`src/core/clk_pm_pkg.sv`:
```
package clk_pm_pkg;

    // ------------------------------------------------------------
    // register map, byte offsets on the apb bus
    // ------------------------------------------------------------
    localparam logic [7:0] CTRL_OFS = 8'h00;
    localparam logic [7:0] STAT_OFS = 8'h04;

    // control word width and layout
    localparam int CTRL_W = 11;
    localparam int ALL_STOP_BIT = 11;
    localparam logic [10:0] CTRL_RST = 11'h106;

    // status word layout
    localparam int STAT_STATE_LSB = 0;
    localparam int STAT_MAIN_RUN_BIT = 2;
    localparam int STAT_HSO_SRC_BIT = 3;
    localparam int STAT_LSO_RUN_BIT = 4;

    // ------------------------------------------------------------
    // timing and division constants
    // ------------------------------------------------------------
    localparam logic [4:0] CPU_DIV1 = 5'h01;
    localparam logic [4:0] CPU_DIV2 = 5'h02;
    localparam logic [4:0] CPU_DIV4 = 5'h04;
    localparam logic [4:0] CPU_DIV8 = 5'h08;
    localparam logic [4:0] CPU_DIV16 = 5'h10;
    localparam int PERIPH_DIV2 = 2;
    localparam int PERIPH_DIV4 = 4;
    localparam int PERIPH_DIV8 = 8;
    localparam int PERIPH_DIV32 = 32;
    localparam int ONCHIP_DIV = 128;
    localparam int PERIPH_CLKS = 5;

    // ------------------------------------------------------------
    // wake-up source indices
    // ------------------------------------------------------------
    localparam int WK_KEY = 0;
    localparam int WK_EXT0 = 1;
    localparam int WK_EXT1 = 2;
    localparam int WK_EXT3 = 3;
    localparam int WK_TIMER_X = 4;
    localparam int WK_SERIAL = 5;
    localparam int WK_VMON2 = 6;
    localparam int WK_SSU = 7;
    localparam int WK_ADC = 8;
    localparam int WK_TIMER_Z = 9;
    localparam int WK_TIMER_C = 10;
    localparam int WK_OSC_STOP = 11;
    localparam int WK_WDT = 12;
    localparam int NSRC = 13;

    // ------------------------------------------------------------
    // types
    // ------------------------------------------------------------
    typedef enum logic [1:0] {
        PM_NORMAL,
        PM_WAIT,
        PM_STOP
    } pm_state_e;

    // control fields, msb first, matches bits 10..0 of the ctrl word
    typedef struct packed {
        logic hso_select;
        logic hso_enable;
        logic osc_source_select;
        logic [1:0] sys_div_sel;
        logic xtal_drive_high;
        logic lso_stop;
        logic xtal_pin_enable;
        logic div8_select;
        logic main_osc_stop;
        logic periph_clk_wait_stop;
    } ctrl_s;

    // peripheral operating conditions that decide wake eligibility
    typedef struct packed {
        logic ext_irq_zero_filter_on;
        logic ext_irq_three_filter_on;
        logic ext_irq3_timer_route;
        logic timer_x_event_mode;
        logic serial_ext_clk;
        logic vmon2_filter_bypass;
        logic adc_one_shot;
        logic wdt_protect_mode;
    } wake_cond_s;

endpackage : clk_pm_pkg

```
`src/core/tick_div.sv`:
```
`timescale 1ns/1ps
`default_nettype none

// ------------------------------------------------------------
// fixed divider of a tick stream, one output tick per DIV inputs
// ------------------------------------------------------------
module tick_div #(
    parameter int unsigned DIV = 2
) (
    input wire logic mclk,
    input wire logic rst,
    input wire logic tick_in,
    output logic tick_out
);
    localparam int unsigned CW = $clog2(DIV);

    logic [CW-1:0] cnt_q;

    // count input ticks, emit a tick on wrap
    always_ff @(posedge mclk or posedge rst) begin
        if (rst) begin
            cnt_q <= '0;
            tick_out <= 1'b0;
        end else begin
            tick_out <= 1'b0;
            if (tick_in) begin
                if (cnt_q == CW'(DIV - 1)) begin
                    cnt_q <= '0;
                    tick_out <= 1'b1;
                end else begin
                    cnt_q <= cnt_q + 1'b1;
                end
            end
        end
    end

endmodule : tick_div

`default_nettype wire

```
`src/core/clk_pm_ctrl.sv`:
```
`timescale 1ns/1ps
`default_nettype none

module clk_pm_ctrl
    import clk_pm_pkg::*;
(
    input wire logic mclk,
    input wire logic rst,
    // apb slave
    input wire logic psel,
    input wire logic penable,
    input wire logic pwrite,
    input wire logic [7:0] paddr,
    input wire logic [31:0] pwdata,
    output logic [31:0] prdata,
    output logic pready,
    output logic pslverr,
    // oscillator ticks, one mclk cycle each
    input wire logic main_osc_tick,
    input wire logic lso_osc_tick,
    input wire logic hso_osc_tick,
    // cpu and interrupt side
    input wire logic wait_exec,
    input wire logic [NSRC-1:0] irq_req,
    input wire logic [NSRC-1:0] irq_prio_nz,
    input wire logic global_irq_enable,
    input wire wake_cond_s wake_cond,
    // clock outputs as tick streams
    output logic cpu_clk_tick,
    output logic wdt_clk_tick,
    output logic [PERIPH_CLKS-1:0] periph_div_clk,
    output logic onchip_osc_clk_tap,
    output logic onchip_osc_clk_div128,
    output logic hso_raw_clk,
    output logic lso_safety_clk,
    // oscillator and pin control, wake indication
    output logic main_osc_run,
    output logic lso_run,
    output logic hso_run,
    output logic xout_high,
    output logic pin_hold,
    output logic wake_pulse
);

    // ------------------------------------------------------------
    // declarations
    // ------------------------------------------------------------
    ctrl_s ctrl_q;
    pm_state_e state_q;
    logic [4:0] div_q;
    logic [4:0] div_d;
    logic [4:0] cpu_cnt_q;
    logic wr_ctrl;
    logic stop_req;
    logic acc_ok;
    logic in_stop;
    logic in_wait;
    logic main_ok;
    logic lso_ok;
    logic hso_ok;
    logic onchip_tick;
    logic sys_tick;
    logic periph_gate;
    logic periph_src;
    logic cpu_raw;
    logic lso_raw;
    logic ring128_raw;
    logic [PERIPH_CLKS-1:1] pdiv_raw;
    logic [NSRC-1:0] elig;
    logic wake_req;
    logic cpu_clk_q;
    logic wdt_clk_q;
    logic [PERIPH_CLKS-1:0] periph_q;
    logic ring_q;
    logic ring128_q;
    logic hso_clk_q;
    logic lso_clk_q;
    logic wake_q;
    logic hold_q;
    logic xout_q;

    // ------------------------------------------------------------
    // apb slave
    // ------------------------------------------------------------

    // only the two word offsets are mapped
    always_comb begin
        if (paddr == CTRL_OFS) begin
            acc_ok = 1'b1;
        end else if (paddr == STAT_OFS) begin
            acc_ok = 1'b1;
        end else begin
            acc_ok = 1'b0;
        end
    end

    assign pready = 1'b1;
    assign pslverr = psel & penable & ~acc_ok;
    assign wr_ctrl = psel & penable & pwrite & (paddr == CTRL_OFS);
    // stop request ignored in watchdog protect mode
    assign stop_req = wr_ctrl & pwdata[ALL_STOP_BIT] & ~wake_cond.wdt_protect_mode;

    // read data captured in the setup phase
    always_ff @(posedge mclk or posedge rst) begin
        if (rst) begin
            prdata <= 32'h0000_0000;
        end else if (psel & ~penable) begin
            if (paddr == CTRL_OFS) begin
                prdata <= {21'h000000, ctrl_q};
            end else if (paddr == STAT_OFS) begin
                prdata <= 32'h0000_0000;
                prdata[STAT_STATE_LSB +: 2] <= state_q;
                prdata[STAT_MAIN_RUN_BIT] <= main_ok;
                prdata[STAT_HSO_SRC_BIT] <= ctrl_q.hso_select;
                prdata[STAT_LSO_RUN_BIT] <= lso_ok;
            end else begin
                prdata <= 32'h0000_0000;
            end
        end
    end

    // ------------------------------------------------------------
    // control register
    // ------------------------------------------------------------

    always_ff @(posedge mclk or posedge rst) begin
        if (rst) begin
            ctrl_q <= ctrl_s'(CTRL_RST);
        end else if (wr_ctrl) begin
            ctrl_q <= ctrl_s'(pwdata[CTRL_W-1:0]);
            // slow oscillator cannot be stopped under protect mode
            if (wake_cond.wdt_protect_mode) begin
                ctrl_q.lso_stop <= ctrl_q.lso_stop;
            end
            if (stop_req && state_q == PM_NORMAL) begin
                ctrl_q.div8_select <= 1'b1;
                ctrl_q.xtal_drive_high <= 1'b1;
            end
        end
    end

    // ------------------------------------------------------------
    // power state machine
    // ------------------------------------------------------------

    // wake eligibility per source for wait and stop
    always_comb begin
        elig = '0;
        if (state_q == PM_WAIT && !ctrl_q.periph_clk_wait_stop) begin
            elig = '1;
            elig[WK_ADC] = wake_cond.adc_one_shot;
            elig[WK_WDT] = wake_cond.wdt_protect_mode;
        end else if (state_q == PM_WAIT) begin
            elig[WK_KEY] = 1'b1;
            elig[WK_EXT0] = ~wake_cond.ext_irq_zero_filter_on;
            elig[WK_EXT1] = 1'b1;
            elig[WK_EXT3] = ~wake_cond.ext_irq_three_filter_on;
            elig[WK_TIMER_X] = wake_cond.timer_x_event_mode;
            elig[WK_SERIAL] = wake_cond.serial_ext_clk;
            elig[WK_VMON2] = 1'b1;
            elig[WK_WDT] = wake_cond.wdt_protect_mode;
        end else if (state_q == PM_STOP) begin
            elig[WK_KEY] = 1'b1;
            elig[WK_EXT0] = ~wake_cond.ext_irq_zero_filter_on;
            elig[WK_EXT1] = 1'b1;
            elig[WK_EXT3] = ~wake_cond.ext_irq_three_filter_on &
                            wake_cond.ext_irq3_timer_route;
            elig[WK_TIMER_X] = wake_cond.timer_x_event_mode;
            elig[WK_SERIAL] = wake_cond.serial_ext_clk;
            elig[WK_VMON2] = wake_cond.vmon2_filter_bypass;
        end
    end

    assign wake_req = global_irq_enable & |(irq_req & irq_prio_nz & elig);

    // normal, wait and stop transitions
    always_ff @(posedge mclk or posedge rst) begin
        if (rst) begin
            state_q <= PM_NORMAL;
        end else begin
            case (state_q)
                PM_NORMAL: begin
                    if (stop_req) begin
                        state_q <= PM_STOP;
                    end else if (wait_exec) begin
                        state_q <= PM_WAIT;
                    end
                end
                PM_WAIT: begin
                    if (wake_req) begin
                        state_q <= PM_NORMAL;
                    end
                end
                PM_STOP: begin
                    if (wake_req) begin
                        state_q <= PM_NORMAL;
                    end
                end
                default: begin
                    state_q <= PM_NORMAL;
                end
            endcase
        end
    end

    // one-cycle wake indication to the cpu
    always_ff @(posedge mclk or posedge rst) begin
        if (rst) begin
            wake_q <= 1'b0;
        end else begin
            wake_q <= wake_req & (state_q != PM_NORMAL);
        end
    end

    // ------------------------------------------------------------
    // oscillator enables and source selection
    // ------------------------------------------------------------
    assign in_stop = (state_q == PM_STOP);
    assign in_wait = (state_q == PM_WAIT);

    assign main_ok = ~ctrl_q.main_osc_stop & ctrl_q.xtal_pin_enable & ~in_stop;
    assign lso_ok = ~ctrl_q.lso_stop & (~in_stop | wake_cond.wdt_protect_mode);
    assign hso_ok = ctrl_q.hso_enable & ~in_stop;

    assign onchip_tick = ctrl_q.hso_select ? (hso_ok & hso_osc_tick)
                                           : (lso_ok & lso_osc_tick & ~in_stop);

    assign sys_tick = ctrl_q.osc_source_select ? onchip_tick
                                               : (main_ok & main_osc_tick);

    // ------------------------------------------------------------
    // cpu clock divider
    // ------------------------------------------------------------

    always_comb begin
        if (ctrl_q.div8_select) begin
            div_d = CPU_DIV8;
        end else begin
            case (ctrl_q.sys_div_sel)
                2'b00: div_d = CPU_DIV1;
                2'b01: div_d = CPU_DIV2;
                2'b10: div_d = CPU_DIV4;
                default: div_d = CPU_DIV16;
            endcase
        end
    end

    // new ratio taken at period end
    always_ff @(posedge mclk or posedge rst) begin
        if (rst) begin
            cpu_cnt_q <= 5'h00;
            div_q <= CPU_DIV8;
        end else if (sys_tick) begin
            if (cpu_cnt_q >= div_q - 5'h01) begin
                cpu_cnt_q <= 5'h00;
                div_q <= div_d;
            end else begin
                cpu_cnt_q <= cpu_cnt_q + 5'h01;
            end
        end
    end

    assign cpu_raw = sys_tick & (cpu_cnt_q >= div_q - 5'h01);

    // ------------------------------------------------------------
    // peripheral and on-chip tap dividers
    // ------------------------------------------------------------

    assign periph_gate = in_wait & ctrl_q.periph_clk_wait_stop;
    assign periph_src = sys_tick & ~periph_gate;

    tick_div #(.DIV(PERIPH_DIV2)) u_f2 (
        .mclk(mclk),
        .rst(rst),
        .tick_in(periph_src),
        .tick_out(pdiv_raw[1])
    );

    tick_div #(.DIV(PERIPH_DIV4)) u_f4 (
        .mclk(mclk),
        .rst(rst),
        .tick_in(periph_src),
        .tick_out(pdiv_raw[2])
    );

    tick_div #(.DIV(PERIPH_DIV8)) u_f8 (
        .mclk(mclk),
        .rst(rst),
        .tick_in(periph_src),
        .tick_out(pdiv_raw[3])
    );

    tick_div #(.DIV(PERIPH_DIV32)) u_f32 (
        .mclk(mclk),
        .rst(rst),
        .tick_in(periph_src),
        .tick_out(pdiv_raw[4])
    );

    tick_div #(.DIV(ONCHIP_DIV)) u_ring128 (
        .mclk(mclk),
        .rst(rst),
        .tick_in(onchip_tick),
        .tick_out(ring128_raw)
    );

    assign lso_raw = lso_ok & lso_osc_tick;

    // ------------------------------------------------------------
    // registered clock outputs
    // ------------------------------------------------------------

    // cpu and watchdog clocks
    always_ff @(posedge mclk or posedge rst) begin
        if (rst) begin
            cpu_clk_q <= 1'b0;
            wdt_clk_q <= 1'b0;
        end else begin
            // cpu stops in wait and stop
            cpu_clk_q <= cpu_raw & (state_q == PM_NORMAL);
            wdt_clk_q <= wake_cond.wdt_protect_mode ? lso_raw
                                                    : (cpu_raw & (state_q == PM_NORMAL));
        end
    end

    // peripheral clocks, f1 gated directly; dividers freeze when gated
    always_ff @(posedge mclk or posedge rst) begin
        if (rst) begin
            periph_q <= '0;
        end else begin
            periph_q[0] <= periph_src;
            periph_q[PERIPH_CLKS-1:1] <= pdiv_raw;
        end
    end

    // on-chip taps, never gated by wait
    always_ff @(posedge mclk or posedge rst) begin
        if (rst) begin
            ring_q <= 1'b0;
            ring128_q <= 1'b0;
            hso_clk_q <= 1'b0;
            lso_clk_q <= 1'b0;
        end else begin
            ring_q <= onchip_tick;
            ring128_q <= ring128_raw;
            hso_clk_q <= hso_ok & hso_osc_tick;
            lso_clk_q <= lso_raw;
        end
    end

    // ------------------------------------------------------------
    // pin control
    // ------------------------------------------------------------

    always_ff @(posedge mclk or posedge rst) begin
        if (rst) begin
            hold_q <= 1'b0;
            xout_q <= 1'b0;
        end else begin
            hold_q <= (state_q != PM_NORMAL) | stop_req | wait_exec;
            xout_q <= ctrl_q.xtal_pin_enable & (in_stop | ctrl_q.main_osc_stop);
        end
    end

    assign cpu_clk_tick = cpu_clk_q;
    assign wdt_clk_tick = wdt_clk_q;
    assign periph_div_clk = periph_q;
    assign onchip_osc_clk_tap = ring_q;
    assign onchip_osc_clk_div128 = ring128_q;
    assign hso_raw_clk = hso_clk_q;
    assign lso_safety_clk = lso_clk_q;
    assign main_osc_run = main_ok;
    assign lso_run = lso_ok;
    assign hso_run = hso_ok;
    assign xout_high = xout_q;
    assign pin_hold = hold_q;
    assign wake_pulse = wake_q;

endmodule : clk_pm_ctrl

`default_nettype wire

```
`config.mk`:
```
export PLATFORM = sky130hd
export DESIGN_NAME = clk_pm_ctrl
export DESIGN_NICKNAME = d
export VERILOG_FILES = /design/src/core/clk_pm_pkg.sv /design/src/core/tick_div.sv /design/src/core/clk_pm_ctrl.sv
export SDC_FILE = /design/constraint.sdc
export NUM_CORES = 1
export LEC_CHECK = 0
export BUFFER_PORTS_ARGS = -buffer_cell sky130_fd_sc_hd__buf_2
export CORE_MARGIN = 2
export CORE_UTILIZATION = 40
export CTS_CLUSTER_SIZE = 28
export DETAILED_ROUTE_END_ITERATION = 8
export PLACE_DENSITY = 0.72
export RECOVER_POWER = 50
export SYNTH_ARGS = -nofsm -noshare
export SYNTH_HDL_FRONTEND = slang
export SYNTH_SLANG_ARGS = --single-unit
```
`constraint.sdc`:
```
create_clock -name mclk -period 2.2 [get_ports mclk]
set_input_delay 0.11 -clock mclk [delete_from_list [all_inputs] [get_ports mclk]]
set_output_delay 0.11 -clock mclk [all_outputs]
set_load 0.01 [all_outputs]
```
==> impl_metrics.env <==
export IMPL_status="completed"
export IMPL_dr_first_iter_drc_count=104
export IMPL_fillers=800
export IMPL_dr_pass1_iters=4
export IMPL_end_kind="flop"
export IMPL_port_buffers=92
export IMPL_cts_tree="built"
export IMPL_drcViolationCount=0
export IMPL_hold_start="pwdata[3]"
export IMPL_r2r_end="state_q[1]"
export IMPL_drv_slew=0
export IMPL_synth_area_mux_share_pct=6.25
export IMPL_total_power_uw=3440
export IMPL_cts_root_buffer="clkbuf_8"
export IMPL_dp_slack_ns=-0.0321
export IMPL_fin_area_um2=4500
export IMPL_start_kind="flop"
export IMPL_setup_viol=0
export IMPL_post_route_min_period_ns=2.15
export IMPL_antennaDiodeCount=0
export IMPL_core_area_um2=8640
export IMPL_crit_type="reg2reg"
export IMPL_finClkSkew_ns=0.00818
export IMPL_io_pins=135
export IMPL_clockBufferDepth=2
export IMPL_powerDensity_nw_per_um2=764
export IMPL_gr_usage_met1_pct=21.2
export IMPL_routed_via_density=4.94
export IMPL_ys_seq_area_share_pct=50.3
export IMPL_cts_made_buffers=9
export IMPL_leakage_uw=0.00229
export IMPL_yosysWarnings=0
export IMPL_grt_antenna_before_repair=0
export IMPL_die_area_um2=9620
export IMPL_maxCapViolCount=0
export IMPL_vias=2800
export IMPL_top_usage_layer="met2"
export IMPL_start_util_pct=41.0
export IMPL_slowest_delay_ns=0.46
export IMPL_post_drt_wl_per_cell_um=14.0
export IMPL_track_usage_pct=16.3
export IMPL_hold_viol=0
export IMPL_synth_ff_type="dfrtp_1"
export IMPL_totalWireLength_um=7920
export IMPL_synth_compound_area_share_pct=11.7
export IMPL_drive_gt1_share_pct=30.7
export IMPL_syn2layout_area_growth_pct=27.2
export IMPL_synth_edf_count=0
export IMPL_synth_distinct_cells=56
export IMPL_synth_simple_area_share_pct=17.3
export IMPL_cp_cell_sequence="ha_4 > and3b_1 > o2111ai_2 > nand3_2 > o41ai_4 > nand2_1 > a221o_1"
export IMPL_min_to="ctrl_q[3]"
export IMPL_overflow=0
export IMPL_min_path_cells=2
export IMPL_cts_clk_slew_worst_paths_ns=0.08
export IMPL_fin_crit_sh_pct=97.7
export IMPL_cp_required_ns=2.43
export IMPL_synth_xor_area_share_pct=1.73
export IMPL_multi_input_area_um2=1680
export IMPL_r2r_start="state_q[1]"
export IMPL_rr_worst_depth=7
export IMPL_grt_pass1_wl_um=12600
export IMPL_synthArstFlopShare_pct=100
export IMPL_setup_slack_ns=0.0516
export IMPL_fin_setup_tns_ns=0
export IMPL_ant_nets=0
export IMPL_arrival_ns=2.38
export IMPL_synth_avg_cell_area_um2=10.6
export IMPL_r2r_slack_ns=0.05
export IMPL_maxSlewHeadroom_pct=23.7
export IMPL_dpl_hpwl_um=5780
export IMPL_cp_max_fo=4
export IMPL_clock_sinks=71
export IMPL_worst_pin_slew_ns=1.14
export IMPL_hold_path_class="in2reg"
export IMPL_synthAdderAreaFrac_pct=5.65
export IMPL_slowest_stage="o41ai_4"
export IMPL_chipHeight_um=98.1
export IMPL_regArea_um2=1780
export IMPL_grt_pass1_vias=2711
export IMPL_met2_usage_pct=26.3
export IMPL_synth_top_family_by_area="simple AND/OR/NAND/NOR gates"
export IMPL_worst_skew_pair_late_latency_ns=0.35
export IMPL_ys_seq_elements=71
export IMPL_met3_usage_pct=4.37
export IMPL_final_nets=554
export IMPL_gp_congestion=0.810
export IMPL_rows=34
export IMPL_grt_max_degree=41
export IMPL_max_vdd_ir_drop_mv=0.348
export IMPL_h_tree_depth=3
export IMPL_netlist_area_um2=3540
export IMPL_die_w_um=98.1
export IMPL_max_freq_mhz=465
export IMPL_syn_inst=333
export IMPL_worstSetupStartpoint="state_q[1]"
export IMPL_detailed_place_area_um2=4120
synthesized netlist by cell type (3+ instances only):
master    number  area share (%)
dfrtp_1       67              47
nand2_1       51             5.4
buf_4         24             5.1
ha_1          16             5.7
o21ai_0       15             2.1
a21oi_1       13             1.8
mux2_2        13             4.1
nor2_1        13             1.4
nand3_1       10             1.4
inv_1          9            0.95
and2_1         8             1.4
a22o_1         7             1.7
nand2b_1       7             1.2
mux2i_1        6             1.7
nor3_1         6            0.85
a21o_1         5             1.1
xnor2_1        5             1.2
and3_1         4            0.71
dfstp_2        4             3.0
a22oi_1        3            0.64
nor2b_1        3            0.53
nor3b_1        3            0.64
state kept, by name, indices dropped and copies added, names as in the netlist, 2 cells and up:
| signal | count |
|---|---|
| u_f32.cnt_q | 5 |
| ctrl_q | 11 |
| prdata | 11 |
| div_q | 5 |
| cpu_cnt_q | 5 |
| u_f4.cnt_q | 2 |
| u_ring128.cnt_q | 7 |
| periph_div_clk | 5 |
| u_f8.cnt_q | 3 |
| state_q | 2 |
repair_timing:
item,4_1_cts,5_1_grt
resized for setup,2,19
endpoints found under the setup margin,6,18
hold buffers,9,0
setup buffers,0,3
pin swaps,0,9
hold endpoints to repair,38,0
worst max path at each step:
| stage | slack [ns] | depth (start not counted) | endpoint |
|---|---|---|---|
| 2_1_floorplan | 0.08 | 8 | u_f32.cnt_q[3] |
| 3_3_place_gp | 0.05 | 8 | div_q[0] |
| 3_5_place_dp | -0.03 | 8 | div_q[4] |
| 4_1_cts | 0.007 | 10 | u_f8.cnt_q[0] |
| 5_1_grt | -0.06 | 8 | state_q[1] |
| 6_report | 0.05 | 7 | state_q[1] |
power by group:
part	internal (uW)	switching (uW)	total (uW)
logic	357	384	741
registers	1430	103	1530
clock network	650	521	1170
per-stage QoR:
| step | std cells | utilization, % | hold WS [ns] |
|---|---|---|---|
| after global routing | 567 | 52.2 | 0.0140 |
| final | 567 | 52.2 | 0.0251 |
| after floorplan | 353 | - | 0.208 |
| after global placement | 539 | 47.7 | 0.0315 |
| after CTS | 564 | 51.5 | 0.00755 |
| after detailed placement | 539 | 47.7 | 0.0363 |
routing by layer:
metal	share of wire, %	routed length, um
met4	2.0	159
met5	0	0
met2	49	3850
met3	5.1	406
met1	44	3500
cell families after synthesis:
kind of cell | after synthesis
AOI/OAI and AO/OA | 59
xor gates and xnor gates | 7
adders and majority gates | 16
buffers and inverters | 38
DFF | 71
muxes | 20
other | 2
and+or+nand+nor | 120
cell type report:
type	instances	area share, %
Multi-Input combinational cell	244	37.3
Sequential cell	71	39.6
Tap cell	108	3.00
Timing Repair Buffer	118	14.3
Clock buffer	9	2.75
Clock inverter	7	2.28
Inverter	10	0.833
worst max-delay path, delay by kind of cell, from the launching register on:
kind	cells	cell delay [ns]
flops	1	0.45
simple gates	3	0.41
compound gates	3	1.00
fa+ha+maj	1	0.18
layout by cell type (no fill, tap or decap), types with 3 or more instances in the layout:
master,netlist,layout
and3_1,4,4
conb_1,2,22
dfstp_2,4,4
clkbuf_1,2,26
clkbuf_8,0,9
nor3_2,1,3
xnor2_1,5,5
mux2_2,13,13
o21ai_1,1,3
nand3_1,10,9
a22o_1,7,7
inv_1,9,7
o21ai_0,15,13
and2_1,8,8
dfrtp_1,67,66
inv_2,1,3
a22oi_1,3,3
nand2b_1,7,7
buf_2,1,67
dlygate4sd3_1,0,9
mux2i_1,6,6
a21o_1,5,5
nand2_1,51,51
nor2_1,13,13
a21oi_1,13,11
nor3_1,6,4
buf_4,24,14
ha_1,16,13
nor2b_1,3,3
Power figures use the tool's default switching activity.
